===== config.mk =====
export PLATFORM = sky130hd
export DESIGN_NAME = hbc_bridge_ctrl
export DESIGN_NICKNAME = d
export VERILOG_FILES = /design/src/hbc_pkg.sv /design/src/hbc_bridge_ctrl.sv /design/src/hbc_pin_filter.sv
export SDC_FILE = /design/constraint.sdc
export NUM_CORES = 1
export LEC_CHECK = 0
export BUFFER_PORTS_ARGS = -buffer_cell sky130_fd_sc_hd__buf_4
export CELL_PAD_IN_SITES_DETAIL_PLACEMENT = 1
export CELL_PAD_IN_SITES_GLOBAL_PLACEMENT = 2
export CORE_MARGIN = 3
export CORE_UTILIZATION = 42
export CTS_BUF_LIST = sky130_fd_sc_hd__clkbuf_8
export DETAILED_ROUTE_END_ITERATION = 16
export PLACE_DENSITY = 0.94
export SETUP_SLACK_MARGIN = 0.4
export SLEW_MARGIN = 20
export SYNTH_ARGS = -nofsm -noshare
export SYNTH_HDL_FRONTEND = slang
export SYNTH_SLANG_ARGS = --single-unit
export TNS_END_PERCENT = 100

===== constraint.sdc =====
create_clock -name mclk_i -period 6.27 [get_ports mclk_i]
set_input_delay 0.9405 -clock mclk_i [delete_from_list [all_inputs] [get_ports mclk_i]]
set_output_delay 0.9405 -clock mclk_i [all_outputs]
set_load 0.05 [all_outputs]

===== src/hbc_pkg.sv =====
// Purpose: shared constants, encodings and helpers for the H-bridge chopper controller.
// Assumes: 10 MHz core clock, 100 ns period.
// Notes: register offsets are byte addresses on the plain register port.
package hbc_pkg;
	localparam int CLK_NS = 100;
	localparam int REG_AW = 8;
	localparam int REG_DW = 8;

	// register byte offsets
	localparam logic [7:0] OFS_CTRL3  = 8'h00;
	localparam logic [7:0] OFS_CTRL4  = 8'h04;
	localparam logic [7:0] OFS_CFG    = 8'h08;
	localparam logic [7:0] OFS_STATUS = 8'h0C;

	// field positions
	localparam int C3_CLR   = 0;
	localparam int C3_DIS   = 1;
	localparam int C4_TRIP  = 0;
	localparam int C4_DMASK = 2;
	localparam int C4_DECAY_PERIOD_SELECT  = 4;
	localparam int CF_SLEW  = 0;
	localparam int CF_POL   = 3;
	localparam int CF_MODE  = 5;

	// reset values
	localparam logic [5:0] CTRL4_RST = 6'h12; // trip 10, mask 00 so both halves regulate, decay 01
	localparam logic [6:0] CFG_RST   = 7'h20;

	// fixed pin-variant settings
	localparam logic [1:0] DECAY_PERIOD_SELECT_PIN = 2'h1;
	localparam logic [1:0] TRIP_PIN = 2'h2;

	// modes, policies, half-bridge levels
	localparam logic [1:0] MD_PHEN  = 2'h0;
	localparam logic [1:0] MD_PWM   = 2'h1;
	localparam logic [1:0] MD_IND   = 2'h2;
	localparam logic [1:0] POL_NONE = 2'h3;
	localparam logic [1:0] POL_RTRY = 2'h1;
	localparam logic [1:0] HB_Z     = 2'h0;
	localparam logic [1:0] HB_H     = 2'h1;
	localparam logic [1:0] HB_L     = 2'h2;

	// timing
	localparam int T_DECAY_PERIOD_SELECT_STEP_US = 20;
	localparam int DECAY_PERIOD_SELECT_STEP_CYC  = T_DECAY_PERIOD_SELECT_STEP_US * 1000 / CLK_NS;
	localparam int T_BLANK_NS     = 2000;
	localparam int BLANK_CYC      = (T_BLANK_NS + CLK_NS - 1) / CLK_NS;
	localparam int T_DGL_NS       = 500;
	localparam int DGL_CYC        = (T_DGL_NS + CLK_NS - 1) / CLK_NS;
	localparam int T_READY_NS     = 10000;
	localparam int READY_CYC      = (T_READY_NS + CLK_NS - 1) / CLK_NS;
	localparam int T_DEAD_NS      = 200;
	localparam int DEAD_CYC       = (T_DEAD_NS + CLK_NS - 1) / CLK_NS;
	localparam int T_RETRY_US     = 4000;
	localparam int RETRY_CYC_DEF  = T_RETRY_US * 1000 / CLK_NS;

	typedef enum logic [2:0] {
		RG_BLANK = 3'b001,
		RG_DRIVE = 3'b010,
		RG_OFF   = 3'b100
	} hbc_reg_e;

	// off period in cycles for a decay selection
	function automatic logic [9:0] off_cycles(input logic [1:0] sel);
		return 10'((int'(sel) + 1) * DECAY_PERIOD_SELECT_STEP_CYC);
	endfunction : off_cycles

	// slower edges need a longer gap
	function automatic logic [4:0] dead_cycles(input logic [2:0] sr);
		return 5'((int'(sr) + 1) * DEAD_CYC);
	endfunction : dead_cycles

	// strap level index 0..5, ground to supply; unknown reads as open
	function automatic logic [2:0] strap_slew(input logic [2:0] lvl);
		case (lvl)
			3'h0: return 3'h0;
			3'h1: return 3'h1;
			3'h2: return 3'h2;
			3'h4: return 3'h5;
			3'h5: return 3'h7;
			default: return 3'h3;
		endcase
	endfunction : strap_slew
endpackage : hbc_pkg


===== src/hbc_bridge_ctrl.sv =====
// Purpose: chopping current regulation, dead time, overcurrent policy and fault pin.
// Assumes: analog comparators and strap decoders outside; one 10 MHz clock.
// Notes: sleep acts as a full internal reset; variant and mode straps latch when the core turns ready, slew and regulation-disable straps are read live.
//
// The register addresses and the address-and-strobe port were decided locally.
`timescale 1ns/1ps
module hbc_bridge_ctrl #(
	parameter int RETRY_CYC = hbc_pkg::RETRY_CYC_DEF
) (
	input  wire logic                      mclk_i,
	input  wire logic                      reset_i,
	input  wire logic                      sleep_n_i,
	input  wire logic                      in1_i,
	input  wire logic                      in2_i,
	input  wire logic                      disable_i,
	input  wire logic [1:0]                regulation_trip_i,
	input  wire logic [1:0]                ocp_i,
	input  wire logic                      variant_serial_i,
	input  wire logic [1:0]                mode_strap_i,
	input  wire logic                      regulation_disable_strap_n_i,
	input  wire logic [2:0]                slew_strap_i,
	input  wire logic [hbc_pkg::REG_AW-1:0] reg_addr_i,
	input  wire logic [hbc_pkg::REG_DW-1:0] reg_wdata_i,
	input  wire logic                      reg_wr_i,
	input  wire logic                      reg_rd_i,
	output logic      [hbc_pkg::REG_DW-1:0] reg_rdata_o,
	output logic      [1:0]                hs_on_o,
	output logic      [1:0]                ls_on_o,
	output logic      [1:0]                trip_level_select_o,
	output logic      [2:0]                slew_select_o,
	output logic                           fault_out_n_o,
	output logic                           fault_out_n_oe_o,
	output logic                           awake_o
);
	import hbc_pkg::*;

	typedef struct packed {
		hbc_reg_e        st;
		logic [9:0]      cnt;
		logic [3:0]      dir;
		logic [3:0]      cmd;
		logic [15:0]     retry;
		logic [1:0]      ocp_flag;
		logic [1:0][4:0] dead;
		logic [1:0][1:0] drv;
		logic [6:0]      rdy_cnt;
		logic            rdy;
		logic            serial;
		logic [1:0]      mode_pin;
		logic [1:0]      outdis;
		logic [5:0]      ctrl4;
		logic [6:0]      cfg;
		logic [2:0]      sr;
		logic [1:0]      tl;
		logic [7:0]      rdata;
	} hbc_state_s;

	localparam hbc_state_s ST_RST = '{st: RG_BLANK, ctrl4: CTRL4_RST, cfg: CFG_RST, default: '0};

	hbc_state_s      q;
	hbc_state_s      nxt;
	logic [2:0]      in_f;
	logic [11:0]     pin_f;
	logic            sleep_s;
	logic [1:0]      trip_s;
	logic [1:0]      ocp_s;
	logic [1:0]      dmask;
	logic [1:0]      decay_period_select;
	logic [1:0]      pol;
	logic [1:0]      mode;
	logic [2:0]      sr_eff;
	logic [1:0]      trip_eff;
	logic [1:0]      ev;
	logic [1:0]      shut;
	logic            clr;
	logic            opp;
	logic            fault_any;
	logic [1:0][1:0] cmd;
	logic [1:0][1:0] tgt;

	// control inputs get the longer deglitch window
	hbc_pin_filter #(
		.W   (3),
		.DG  (DGL_CYC),
		.RST (3'h4)
	) u_in_flt (
		.mclk_i  (mclk_i),
		.reset_i (reset_i),
		.pin_i   ({disable_i, in2_i, in1_i}),
		.filt_o  (in_f)
	);

	// comparator flags, sleep and straps are only synchronised
	hbc_pin_filter #(
		.W   (12),
		.DG  (1),
		.RST (12'h000)
	) u_pin_sync (
		.mclk_i  (mclk_i),
		.reset_i (reset_i),
		.pin_i   ({slew_strap_i, mode_strap_i, regulation_disable_strap_n_i,
		           variant_serial_i, ocp_i, regulation_trip_i, sleep_n_i}),
		.filt_o  (pin_f)
	);

	assign sleep_s = pin_f[0];
	assign trip_s  = pin_f[2:1];
	assign ocp_s   = pin_f[4:3];

	// effective settings: registers in the serial variant, fixed or strapped otherwise
	assign decay_period_select   = q.serial ? q.ctrl4[C4_DECAY_PERIOD_SELECT+:2] : DECAY_PERIOD_SELECT_PIN;
	assign dmask  = q.serial ? q.ctrl4[C4_DMASK+:2] : {2{pin_f[6]}};
	assign pol    = q.serial ? q.cfg[CF_POL+:2] : 2'h0;
	assign mode   = q.serial ? q.cfg[CF_MODE+:2] : q.mode_pin;
	assign sr_eff = q.serial ? q.cfg[CF_SLEW+:3] : strap_slew(pin_f[11:9]);

	// only outputs with regulation enabled can trip
	assign trip_eff = trip_s & ~dmask;
	assign clr      = reg_wr_i && q.rdy && reg_addr_i == OFS_CTRL3 && reg_wdata_i[C3_CLR];

	// non-independent modes shut the whole bridge on either half
	assign ev = (pol == POL_NONE) ? 2'h0 : (mode == MD_IND) ? ocp_s : {2{|ocp_s}};
	assign fault_any = |q.ocp_flag;

	// latched and retry policies turn the bridge off; report-only keeps driving
	assign shut = {2{!q.rdy || in_f[2]}} | (q.ocp_flag & {2{!pol[1]}});

	// input decode per control mode, index 0 is output one
	always_comb begin
		cmd = {HB_Z, HB_Z};
		unique case (mode)
			MD_PHEN: cmd = !in_f[0] ? {HB_H, HB_H} : in_f[1] ? {HB_L, HB_H} : {HB_H, HB_L};
			MD_PWM: begin
				cmd[0] = in_f[0] ? HB_H : in_f[1] ? HB_L : HB_Z;
				cmd[1] = in_f[1] ? HB_H : in_f[0] ? HB_L : HB_Z;
			end
			MD_IND: begin
				cmd[0] = q.outdis[0] ? HB_Z : in_f[0] ? HB_H : HB_L;
				cmd[1] = q.outdis[1] ? HB_Z : in_f[1] ? HB_H : HB_L;
			end
			default: cmd = {HB_Z, HB_Z};
		endcase
	end

	// a reversed drive pair during decay speeds it up
	assign opp = (q.dir == {HB_L, HB_H} || q.dir == {HB_H, HB_L}) && cmd == {q.dir[1:0], q.dir[3:2]};

	// during off time both high sides conduct, unless the reversed drive pair is commanded
	always_comb begin
		tgt = cmd;
		if (q.st == RG_OFF && !opp) begin
			tgt = {HB_H, HB_H};
		end
		for (int i = 0; i < 2; i++) begin
			if (shut[i]) begin
				tgt[i] = HB_Z;
			end
		end
	end

	// next-state of the whole controller
	always_comb begin
		nxt = q;
		nxt.rdata = '0;
		nxt.cmd = cmd;
		nxt.sr = sr_eff;
		nxt.tl = q.serial ? q.ctrl4[C4_TRIP+:2] : TRIP_PIN;

		// core comes up a fixed time after wake; variant and mode straps latch then
		if (!q.rdy) begin
			if (q.rdy_cnt == 7'(READY_CYC - 1)) begin
				nxt.rdy = 1'b1;
				nxt.serial = pin_f[5];
				nxt.mode_pin = pin_f[8:7];
			end else begin
				nxt.rdy_cnt = q.rdy_cnt + 7'h01;
			end
		end

		// regulation: blank, drive, off
		unique case (q.st)
			RG_BLANK: begin
				if (q.cnt == 10'h000) begin
					nxt.st = RG_DRIVE; // trip ignored until here
				end else begin
					nxt.cnt = q.cnt - 10'h001;
				end
			end
			RG_DRIVE: begin
				if (|trip_eff) begin
					nxt.st = RG_OFF;
					nxt.cnt = off_cycles(decay_period_select);
					nxt.dir = cmd;
				end else if (cmd != q.cmd) begin
					nxt.st = RG_BLANK; // new drive period restarts blanking
					nxt.cnt = 10'(BLANK_CYC);
				end
			end
			RG_OFF: begin
				if (q.cnt <= 10'h001) begin
					if (|trip_eff) begin
						nxt.cnt = off_cycles(decay_period_select);
					end else begin
						nxt.st = RG_BLANK;
						nxt.cnt = 10'(BLANK_CYC);
					end
				end else begin
					nxt.cnt = q.cnt - 10'h001;
				end
			end
		endcase

		// overcurrent retry timer; the set side always wins over a clear
		if (|ev && pol == POL_RTRY) begin
			nxt.retry = 16'(RETRY_CYC);
		end else if (q.retry != 16'h0000) begin
			nxt.retry = q.retry - 16'h0001;
		end
		nxt.ocp_flag = ev | (q.ocp_flag & ~{2{clr || (pol == POL_RTRY && q.retry == 16'h0000)}});

		// break before make on each half bridge
		for (int i = 0; i < 2; i++) begin
			if (q.dead[i] != 5'h00) begin
				nxt.dead[i] = q.dead[i] - 5'h01;
			end
			if (tgt[i] != q.drv[i]) begin
				if (q.drv[i] != HB_Z) begin
					nxt.drv[i] = HB_Z;
					nxt.dead[i] = dead_cycles(sr_eff);
				end else if (q.dead[i] == 5'h00) begin
					nxt.drv[i] = tgt[i];
				end
			end
		end

		// register port writes
		if (reg_wr_i && q.rdy) begin
			unique case (reg_addr_i)
				OFS_CTRL3: nxt.outdis = reg_wdata_i[C3_DIS+:2];
				OFS_CTRL4: nxt.ctrl4 = reg_wdata_i[5:0];
				OFS_CFG: nxt.cfg = reg_wdata_i[6:0];
				default: ;
			endcase
		end

		// read data stands for exactly one cycle; unmapped reads give zero
		if (reg_rd_i) begin
			unique case (reg_addr_i)
				OFS_CTRL3: nxt.rdata = {5'h00, q.outdis, 1'b0};
				OFS_CTRL4: nxt.rdata = {2'h0, q.ctrl4};
				OFS_CFG: nxt.rdata = {1'b0, q.cfg};
				OFS_STATUS: nxt.rdata = {2'h0, q.rdy, q.serial, q.st == RG_OFF, q.ocp_flag, fault_any};
				default: nxt.rdata = '0;
			endcase
		end

		// sleep wipes everything, which also clears faults
		if (!sleep_s) begin
			nxt = ST_RST;
		end
	end

	always_ff @(posedge mclk_i) begin
		if (reset_i) begin
			q <= ST_RST;
		end else begin
			q <= nxt;
		end
	end

	// outputs straight from state bits
	assign reg_rdata_o         = q.rdata;
	assign hs_on_o             = {q.drv[1][0], q.drv[0][0]};
	assign ls_on_o             = {q.drv[1][1], q.drv[0][1]};
	assign trip_level_select_o = q.tl;
	assign slew_select_o       = q.sr;
	assign awake_o             = sleep_s;
	assign fault_out_n_o       = 1'b0;
	assign fault_out_n_oe_o    = fault_any || !q.rdy;

	// helper: cycles spent in one off period
	logic [9:0] off_age;
	always_ff @(posedge mclk_i) begin
		if (reset_i || q.st != RG_OFF || nxt.cnt == off_cycles(decay_period_select) && q.cnt <= 10'h001) begin
			off_age <= '0;
		end else begin
			off_age <= off_age + 10'h001;
		end
	end
endmodule : hbc_bridge_ctrl


===== src/hbc_pin_filter.sv =====
// Purpose: three-stage synchroniser with a per-bit stability filter.
// Assumes: inputs are asynchronous to mclk_i.
// Notes: a change counts once stages two and three agree for DG cycles.
`timescale 1ns/1ps
module hbc_pin_filter #(
	parameter int           W   = 1,
	parameter int           DG  = 1,
	parameter logic [W-1:0] RST = '0
) (
	input  wire logic         mclk_i,
	input  wire logic         reset_i,
	input  wire logic [W-1:0] pin_i,
	output logic      [W-1:0] filt_o
);
	localparam int CW = $clog2(DG + 1);

	typedef struct packed {
		logic [W-1:0]         s1;
		logic [W-1:0]         s2;
		logic [W-1:0]         s3;
		logic [W-1:0]         out;
		logic [W-1:0][CW-1:0] cnt;
	} hbc_flt_s;

	localparam hbc_flt_s FLT_RST = '{s1: RST, s2: RST, s3: RST, out: RST, cnt: '0};

	hbc_flt_s q;
	hbc_flt_s nxt;

	// stage one feeds stage two only, to keep metastability contained
	always_comb begin
		nxt = q;
		nxt.s1 = pin_i;
		nxt.s2 = q.s1;
		nxt.s3 = q.s2;
		for (int i = 0; i < W; i++) begin
			if (q.s2[i] == q.s3[i] && q.s3[i] != q.out[i]) begin
				if (q.cnt[i] == CW'(DG - 1)) begin
					nxt.out[i] = q.s3[i];
					nxt.cnt[i] = '0;
				end else begin
					nxt.cnt[i] = q.cnt[i] + 1'b1;
				end
			end else begin
				nxt.cnt[i] = '0;
			end
		end
	end

	always_ff @(posedge mclk_i) begin
		if (reset_i) begin
			q <= FLT_RST;
		end else begin
			q <= nxt;
		end
	end

	assign filt_o = q.out;
endmodule : hbc_pin_filter


# After elaboration in Yosys (flattened, before gate mapping)
# Cells that the tools add are included.
[word_totals]
output_inout_bits = 20
input_bits = 35
reg_bits = 173
wordCells = 319
[classes]
n_mux = 47
magnitude_cmp = 1
n_addsub = 22
n_eq_ne = 59
bitwise_logic = 39
reduce_logical = 92
n_mul = 1
[op_table]
columns = ["operator", "count"]
rows = [
  ["OR reduction 3 bit", 18],
  ["AND reduction 2 bit", 24],
  ["two-way mux 2 bit", 21],
  ["case mux 13 bit (3 select lines)", 1],
  ["two-way mux 16 bit", 2],
  ["inverter 1 bit", 32],
  ["two-way mux 10 bit", 3],
  ["two-way mux 5 bit", 6],
  ["case mux 7 bit (4 select lines)", 1],
  ["two-way mux 13 bit", 2],
  ["logical AND 1 bit", 22],
  ["two-way mux 4 bit", 5],
  ["equality test 3 bit (second input constant)", 6],
  ["equality test 8 x 4 -> 1 bit (second input constant)", 2],
  ["zero test 16 bit", 1],
  ["nonzero test 16 bit", 1],
  ["subtractor 16 x 1 -> 16 bit (second input constant)", 1],
  ["equality test 1 bit", 15],
  ["!= test 1 bit", 15],
  ["case mux 3 bit (5 select lines)", 1],
  ["adder 1 bit (second input constant)", 12],
  ["two-way mux 3 bit", 4],
  ["case mux 4 bit (3 select lines)", 1],
  ["<= comparator 10 x 1 -> 1 bit (second input constant)", 1],
  ["35 further kinds", 64],
]

# Logic depth before layout (Yosys ltp)
# Gate-level depths: netlist of the first run.
[logic_depth]
depth_word = 11
ltp_mapped = 11
mapped_depth_nobuf = 8

# Cells and area by module
# A second synthesis of the first run with hierarchy kept.
[hier_totals]
hier_cells = 821
area_unflattened_um2 = 7644.8
[modules_own_cells]
columns = ["mod", "area_each_um2", "cells_each", "instances"]
rows = [
  ["hbc_bridge_ctrl", 4906.0, 578, 1],
  ["hbc_pin_filter at u_pin_sync", 1870.5, 162, 1],
  ["hbc_pin_filter at u_in_flt", 868.3, 81, 1],
]

# Worst setup path after synthesis of the first run
# Ideal clock, no wire load.
[synth_timing]
path_type = "input port to flip-flop"
startpoint = "input reg_addr_i[5] in the netlist's numbering"
endpoint = "register q[18] in the netlist's numbering"
stages = 7
required_ps = 6142
setup_time_ps = 128
arrival_ps = 2480
setup_slack_ps = 3662
cell_sequence = "or4_1 -> nor3_1 -> nand3_1 -> nor2b_1 -> clkbuf_1 -> mux2i_1 -> nand2_1"
[synth_between]
elab_chain_cells = 2
[synth_rtl]
columns = ["item", "line_no", "rtl"]
rows = [
  ["start, declared", "hbc_bridge_ctrl.sv:22", "input wire logic [hbc_pkg::REG_AW-1:0] reg_addr_i,"],
  ["equality test 8 x 4 -> 1 bit", "hbc_bridge_ctrl.sv:238", "unique case (reg_addr_i)"],
  ["AND reduction 2 bit (no source line)", "n/a", ""],
  ["end signal, assigned", "hbc_bridge_ctrl.sv:267", "q <= nxt;"],
  ["end, declared", "hbc_bridge_ctrl.sv:60", "hbc_state_s q;"],
]
# Every way passes these cells.
# A chain may end at the register's enable or synchronous reset.

# Final worst setup path of the first run
[layout_timing]
startpoint = "register q[30] in the netlist's numbering"
endpoint = "register q[51] in the netlist's numbering"
[layout_between]
elab_chain_cells = 11
[layout_rtl]
columns = ["item", "line_no", "rtl"]
rows = [
  ["two-way mux 2 bit", "hbc_bridge_ctrl.sv:114", "assign mode = q.serial ? q.cfg[CF_MODE+:2] : q.mode_pin;"],
  ["equality test 2 bit (tied with other cells)", "hbc_bridge_ctrl.sv:131", "unique case (mode)"],
  ["case mux 4 bit (3 select lines)", "hbc_bridge_ctrl.sv:131", ""],
  ["equality test 4 bit", "hbc_bridge_ctrl.sv:146", "assign opp = (q.dir == {HB_L, HB_H} || q.dir == {HB_H, HB_L}) && cmd == {q.dir[1:0], q.dir[3:2]};"],
  ["logical AND 1 bit", "hbc_bridge_ctrl.sv:146", ""],
  ["zero test 1 bit", "hbc_bridge_ctrl.sv:151", "if (q.st == RG_OFF && !opp) begin"],
  ["logical AND 1 bit", "hbc_bridge_ctrl.sv:151", ""],
  ["two-way mux 4 bit", "hbc_bridge_ctrl.sv:151", ""],
  ["two-way mux 2 bit", "hbc_bridge_ctrl.sv:155", "if (shut[i]) begin"],
  ["!= test 2 bit", "hbc_bridge_ctrl.sv:226", "if (tgt[i] != q.drv[i]) begin"],
  ["two-way mux 5 bit (*)", "hbc_bridge_ctrl.sv:226", ""],
]
# Mark *: on every way between the ends. The rest lies on a longest branch, timed or not.

==> flow_summary.toml, run 1 <==
[grt]
grt_use_total_pct = 19.1
grt_overflow_total = 0
grt_antenna_before_repair = 0
grt_max_degree = 66
grt_pass1_wl_mm = 28.6
via_count_of_the_first_global_routing_pass = 5941

[route]
first_iter_violations = 278
ant_nets = 0
post_drt_wl_per_cell_um = 16.5
drt-total-wl_mm = 17.5
drc = 0
routed_via_density = 5.36
drt_pass1_iterations = 5
route.vias.total = 5695

[power]
power_per_cell_area_mw_per_mm2 = 239
vdd.ir_drop.worst_mv = 0.160
cellLeakagePower_nw = 3.06
finalPower_mw = 1.94

[final_layout]
final_util_pct = 48.4
area_delta_synth_final_pct = 11.5
n_antenna_cell = 0
fin_area_mm2 = 0.00814
layout.cells.most_common = "sky130_fd_sc_hd__dfxtp_1"
fill_cells = 1968
finalNetCount = 879
final_cell_mix = "172 x sky130_fd_sc_hd__dfxtp_1, 83 x sky130_fd_sc_hd__nor2_1, 63 x sky130_fd_sc_hd__nor2b_1"
drive_above_1_share_pct = 13.3
area_of_the_multi_input_gates_mm2 = 0.00354
register_area_mm2 = 0.00344
finalNonFillerCells = 1063

[clock_tree]
worst_setup_hold_path_clk_slew_ns = 0.10
cts-resized-gates = 0
cts-root-buf = "sky130_fd_sc_hd__clkbuf_8"
cts_num_sinks = 172
tritoncts.num_buffers = 17
number_of_hold_buffers_added_after_cts = 0
tritoncts = "done"
clock_path_buffers = 2
post-cts-setup-buffers = 0
insertion_delay_ns = 0.47
cts_htree_levels = 4

[hold_path]
hold_path_startpoint = "u_in_flt.nxt[17]"
min_delay_path_depth = 1
min_delay_worst_endpoint = "u_in_flt.nxt[14]"
hp-class = "flip-flop to flip-flop"

[floorplanning]
floorplan_core_area_mm2 = 0.0168
floorplan.die.width_um = 138
ioPinCount = 55
starting_density_of_the_core_pct = 43.4
dieArea_mm2 = 0.0190
floorplan.rows = 47
die_h_um = 138

[logic_synthesis]
synth_warnings = 0
synthArstFlopShare_pct = 0
synth_seq_area_share_pct = 47.2
syn_area_per_cell_um2 = 9.17
synth_seq_cells = 172
mappedNetlistArea_mm2 = 0.00730
yosys.cell_types.count = 70
synth_enable_flop_cells = 0
netlist_instances = 796
synth_ff_type = "sky130_fd_sc_hd__dfxtp_1"

[setup_path]
rr_startpoint = "q[30]"
regToRegSetupSlack_ns = 2.77
worstPathBufferInverterCount = 0
criticalPathCategory = "flip-flop to flip-flop"
path_cells = "mux2i_1 > o211ai_1 > o21ai_2 > a22oi_2 > or3_4 > a221oi_4 > or3_1 > a21oi_1"
cp_slowest_stage_delay_ns = 0.92
critical_path_peak_fanout = 22
worst-endpoint-required_ns = 6.58
worstSetupEndpointType = "flip-flop"
slowest_stage = "sky130_fd_sc_hd__dfxtp_1"
crit_reg_reg_endpoint = "q[51]"
critical-path-top-delay-family = "compound AO/OA/AOI/OAI gates"
crit_arrival_ns = 3.81
timing.reg2reg.worst_path_depth = 8
crit_path_start_kind = "flip-flop"

[place]
post-dp-hpwl_mm = 12.6
placed_cells = 1031
routabilityCongestion = 0.841
io_buffers = 51
pre_cts_slack_ns = 2.83
dpl_cell_area_mm2 = 0.00775

[timing]
setup_viol = 0
clock-skew-final_ns = 0.0127
slew_violations = 0
worst_pin_slew_ns = 0.925
max-slew-margin-rel_pct = 38.2
final-hold-violation-count = 0
setup_slack_ns = 2.77
timing.fmax_mhz = 286
grt_setup_unrepaired = "false"
holdWs_ns = 0.425
final_period_minus_worst_setup_slack_ns = 3.50
post-route-period-util_pct = 55.8
setup_tns_ns = 0

[run]
maxCapViolations = 0

[outcome]
status = "finished, final reports clean"
-- power breakdown --
part	internal [mW]	switching [mW]	total (mW)
Sequential	1.11	0.00703	1.11
Clock	0.330	0.451	0.781
Combinational	0.0243	0.0220	0.0463
Total	1.46	0.480	1.94
-- sequential cells by signal, summed over array words and instances, names as in the netlist, 3 cells and up --
register / cells
u_pin_sync.q: 24
u_in_flt.nxt: 6
u_in_flt.q: 12
u_pin_sync.filt_o: 12
slew_select_o: 3
u_pin_sync.nxt: 24
reg_rdata_o: 7
q: 75
u_in_flt.filt_o: 3
-- logic make-up (layout without fill, tap and decap cells) --
| kind of cell | Yosys count | after routing | share of synthesized area [%] |
|---|---|---|---|
| simple gates | 296 | 296 | 21.0 |
| flops | 172 | 172 | 47.2 |
| compound gates | 163 | 163 | 14.2 |
| buf+inv | 77 | 111 | 5.07 |
| mux | 40 | 40 | 6.08 |
| xor+xnor | 33 | 33 | 3.96 |
| fa+ha+maj | 14 | 14 | 2.40 |
| other cells | 1 | 14 | 0.0514 |
-- worst register-to-register path: cells and delay by family (launching register included) --
kind,cells,cell delay [ns]
compound gates,5,1.22
flops,1,0.92
simple gates,2,0.63
mux,1,0.57
-- worst max path at each step --
stage | end | from | cells after the start | slack, ns
detailed placement | q[51] | q[30] | 8 | 2.83
global placement | q[51] | q[30] | 8 | 2.94
finish | q[51] | q[30] | 8 | 2.77
global route | q[51] | q[30] | 8 | 2.49
floorplan | q[18] | reg_addr_i[5] | 7 | 3.66
CTS | q[51] | q[30] | 8 | 2.79
-- area by class of cell --
cell class                      count  area share (%)
Tap cell                          220            3.38
Clock buffer                       17            2.87
Timing Repair Buffer               53            4.89
Sequential cell                   172            42.3
Multi-Input combinational cell    560            43.5
Inverter                           26            1.20
Clock inverter                     15            1.89
-- cell usage after synthesis (10+ instances only) --
library cell,number,share of area [%]
sky130_fd_sc_hd__xor2_1,10,1.2
sky130_fd_sc_hd__dfxtp_1,172,47
sky130_fd_sc_hd__or3_1,11,0.94
sky130_fd_sc_hd__buf_4,19,2.0
sky130_fd_sc_hd__ha_1,14,2.4
sky130_fd_sc_hd__o21ai_0,45,3.1
sky130_fd_sc_hd__mux2i_1,32,4.4
sky130_fd_sc_hd__nor2_1,83,4.3
sky130_fd_sc_hd__nand2_1,46,2.4
sky130_fd_sc_hd__clkbuf_1,27,1.4
sky130_fd_sc_hd__nor3_1,18,1.2
sky130_fd_sc_hd__xnor2_1,23,2.8
sky130_fd_sc_hd__nor2b_1,63,5.4
sky130_fd_sc_hd__nand3_1,19,1.3
sky130_fd_sc_hd__a21oi_1,59,4.0
sky130_fd_sc_hd__inv_1,26,1.3
-- per-layer routing --
metal / part of all wire [%] / GRT usage, % / up-vias
met5: 0 / 0 / -
met4: 1.9 / 6.31 / 0
met3: 3.2 / 4.97 / 31
met2: 50 / 32.8 / 96
met1: 45 / 23.2 / 2783
li1: - / - / 2785
(Power assumes the default switching activity.)
==> inputs of run 2 (changes only) <==
Settings changed: ABC_AREA set to 1, CORE_UTILIZATION 42 to 37, PLACE_DENSITY 0.94 to 0.9.
Clock period 6.27 ns to 3.3 ns, I/O delays scaled along.
==> flow_summary.toml, run 2 <==
[grt]
via_count_of_the_first_global_routing_pass = 6584
grt_antenna_before_repair = 0
grt_use_total_pct = 17.0
grt_pass1_wl_mm = 31.2
grt_overflow_total = 0
grt_max_degree = 47

[place]
post-dp-hpwl_mm = 13.5
routabilityCongestion = 0.798
dpl_cell_area_mm2 = 0.00836
pre_cts_slack_ns = 0.621
io_buffers = 51

[power]
cellLeakagePower_nw = 3.78
vdd.ir_drop.worst_mv = 0.274
power_per_cell_area_mw_per_mm2 = 417

[setup_path]
worst-endpoint-required_ns = 3.70
critical_path_peak_fanout = 11
path_cells = "inv_4 > nand2_1 > nand2_4 > nand3_2 > nand3_4 > nand2_1 > nand2_1 > nor2_2 > nand3_2 > nand2_4 > nand3_2 > nand2_2 > nand3_2 > nand3_1 > nand2_1 > nor2_1"
rr_startpoint = "q[30]"
crit_reg_reg_endpoint = "q[46]"
crit_arrival_ns = 2.95
regToRegSetupSlack_ns = 0.75
slowest_stage = "sky130_fd_sc_hd__dfxtp_1"
cp_slowest_stage_delay_ns = 0.57
worstSetupEndpointType = "flip-flop"
crit_path_start_kind = "flip-flop"
critical-path-top-delay-family = "simple AND/OR/NAND/NOR gates"
worstPathBufferInverterCount = 1
criticalPathCategory = "flip-flop to flip-flop"
timing.reg2reg.worst_path_depth = 16

[route]
route.vias.total = 6470
drt_pass1_iterations = 4
post_drt_wl_per_cell_um = 13.2
drc = 0
routed_via_density = 4.74
first_iter_violations = 310
ant_nets = 0
drt-total-wl_mm = 18.0

[timing]
clock-skew-final_ns = 0.0146
setup_viol = 0
grt_setup_unrepaired = "false"
slew_violations = 0
setup_tns_ns = 0
worst_pin_slew_ns = 0.795
final-hold-violation-count = 0
final_period_minus_worst_setup_slack_ns = 2.55
timing.fmax_mhz = 392
setup_slack_ns = 0.749
holdWs_ns = 0.214
post-route-period-util_pct = 77.3
max-slew-margin-rel_pct = 47.0

[logic_synthesis]
syn_area_per_cell_um2 = 7.55
yosys.cell_types.count = 53
synth_enable_flop_cells = 0
netlist_instances = 1028
post-synth-top-count-cell = "sky130_fd_sc_hd__dfxtp_1"
synth_seq_area_share_pct = 44.4
synthArstFlopShare_pct = 0
synth_seq_cells = 172
synth_top_cells_by_area = "sky130_fd_sc_hd__dfxtp_1 44%, sky130_fd_sc_hd__inv_1 8.3%, sky130_fd_sc_hd__nor2_1 7.8%"
synth_top_cell_area_share_pct = 44.4
mappedNetlistArea_mm2 = 0.00776
synth_commonest_cells = "172 x sky130_fd_sc_hd__dfxtp_1, 171 x sky130_fd_sc_hd__inv_1, 162 x sky130_fd_sc_hd__nor2_1, 139 x sky130_fd_sc_hd__nand2_1, 66 x sky130_fd_sc_hd__o21ai_0"
synth_ff_type = "sky130_fd_sc_hd__dfxtp_1"
cell_type_contributing_the_most_total_cell_area_after_synthesis = "sky130_fd_sc_hd__dfxtp_1"
synth_warnings = 0

[outcome]
status = "finished, final reports clean"

[floorplanning]
starting_density_of_the_core_pct = 38.0
floorplan.die.width_um = 151
die_h_um = 151
ioPinCount = 55
floorplan.rows = 52
dieArea_mm2 = 0.0228
floorplan_core_area_mm2 = 0.0204

[hold_path]
min_delay_worst_endpoint = "u_in_flt.nxt[17]"
hold_path_startpoint = "disable_i"
hp-class = "input pin to flip-flop"
min_delay_path_depth = 2

[final_layout]
largest_register_ffs = 75
drive_above_1_share_pct = 13.8
layout.cells.most_common = "sky130_fd_sc_hd__dfxtp_1"
finalNetCount = 1131
largest_register = "q"
fin_area_mm2 = 0.00874
fill_cells = 2612
area_delta_synth_final_pct = 12.6
n_antenna_cell = 0
final_cell_mix = "172 x sky130_fd_sc_hd__dfxtp_1, 171 x sky130_fd_sc_hd__inv_1, 161 x sky130_fd_sc_hd__nor2_1"

[clock_tree]
number_of_hold_buffers_added_after_cts = 0
worst_setup_hold_path_clk_slew_ns = 0.10
cts-resized-gates = 0
insertion_delay_ns = 0.47
cts_num_sinks = 172
tritoncts.num_buffers = 17
tritoncts = "done"
cts-root-buf = "sky130_fd_sc_hd__clkbuf_8"
post-cts-setup-buffers = 0
clock_path_buffers = 2
cts_htree_levels = 4

[run]
maxCapViolations = 0
## run 2: cell count changes after synthesis, moves of 15 or more
cell                       before  now
sky130_fd_sc_hd__inv_1         26  171
sky130_fd_sc_hd__nand2_1       46  139
sky130_fd_sc_hd__nor2_1        83  162
sky130_fd_sc_hd__nor2b_1       63    0
sky130_fd_sc_hd__mux2i_1       32    0
sky130_fd_sc_hd__nand3_1       19   41
sky130_fd_sc_hd__o21ai_0       45   66
sky130_fd_sc_hd__clkbuf_1      27   12
sky130_fd_sc_hd__nand3_2        0   15
## run 2: worst max-delay path by stage
| stage | cells after the start | from | end |
|---|---|---|---|
| floorplan | 8 | reg_addr_i[5] | q[17] |
| global placement | 9 | reg_addr_i[5] | q[17] |
| detailed placement | 9 | reg_addr_i[5] | q[17] |
| CTS | 15 | q[30] | ls_on_o[1] |
| global route | 9 | q[79] | q[87] |
| finish | 16 | q[30] | q[46] |
## run 2: where the power goes
part | switching, mW | total [mW] | internal (mW)
sequential | 0.0121 | 2.12 | 2.11
combinational | 0.0511 | 0.0912 | 0.0401
clock | 0.875 | 1.44 | 0.561
## run 2: layout make-up
| cell class | instances | area, um^2 | share of cell area [%] |
|---|---|---|---|
| timing repair buffer | 60 | 450 | 5.15 |
| sequential | 172 | 3440 | 39.4 |
| inverter | 177 | 667 | 7.63 |
| multi-input combinational | 654 | 3460 | 39.5 |
| clock inverter | 15 | 153 | 1.75 |
| clock buffer | 17 | 234 | 2.68 |
| tap | 270 | 338 | 3.86 |
## run 2: cell families after synthesis
kind of cell               after synthesis  share of synthesized area, %
buffers and inverters                  215                          11.8
AOI/OAI and AO/OA                      169                          12.2
DFF                                    172                          44.4
xor gates and xnor gates                21                          2.47
adders and majority gates               14                          2.26
and+or+nand+nor                        436                          26.8
other                                    1                        0.0483
## run 2: routing by layer
layer	global-route usage (%)	vias to the layer above	wire length, um	part of all wire (%)
li1	-	3346	-	-
met1	22.1	3023	8750	49
met2	28.5	80	8410	47
met3	3.26	21	532	3.0
met4	5.35	0	260	1.4
met5	0	-	0	0
## run 2: metrics by stage
step	util [%]	std cells	power [mW]
after floorplan	-	1041	2.21
after global placement	40.9	1333	2.26
after detailed placement	40.9	1333	2.26
after CTS	42.8	1365	3.71
after global routing	42.8	1365	3.81
final	42.8	1365	3.64
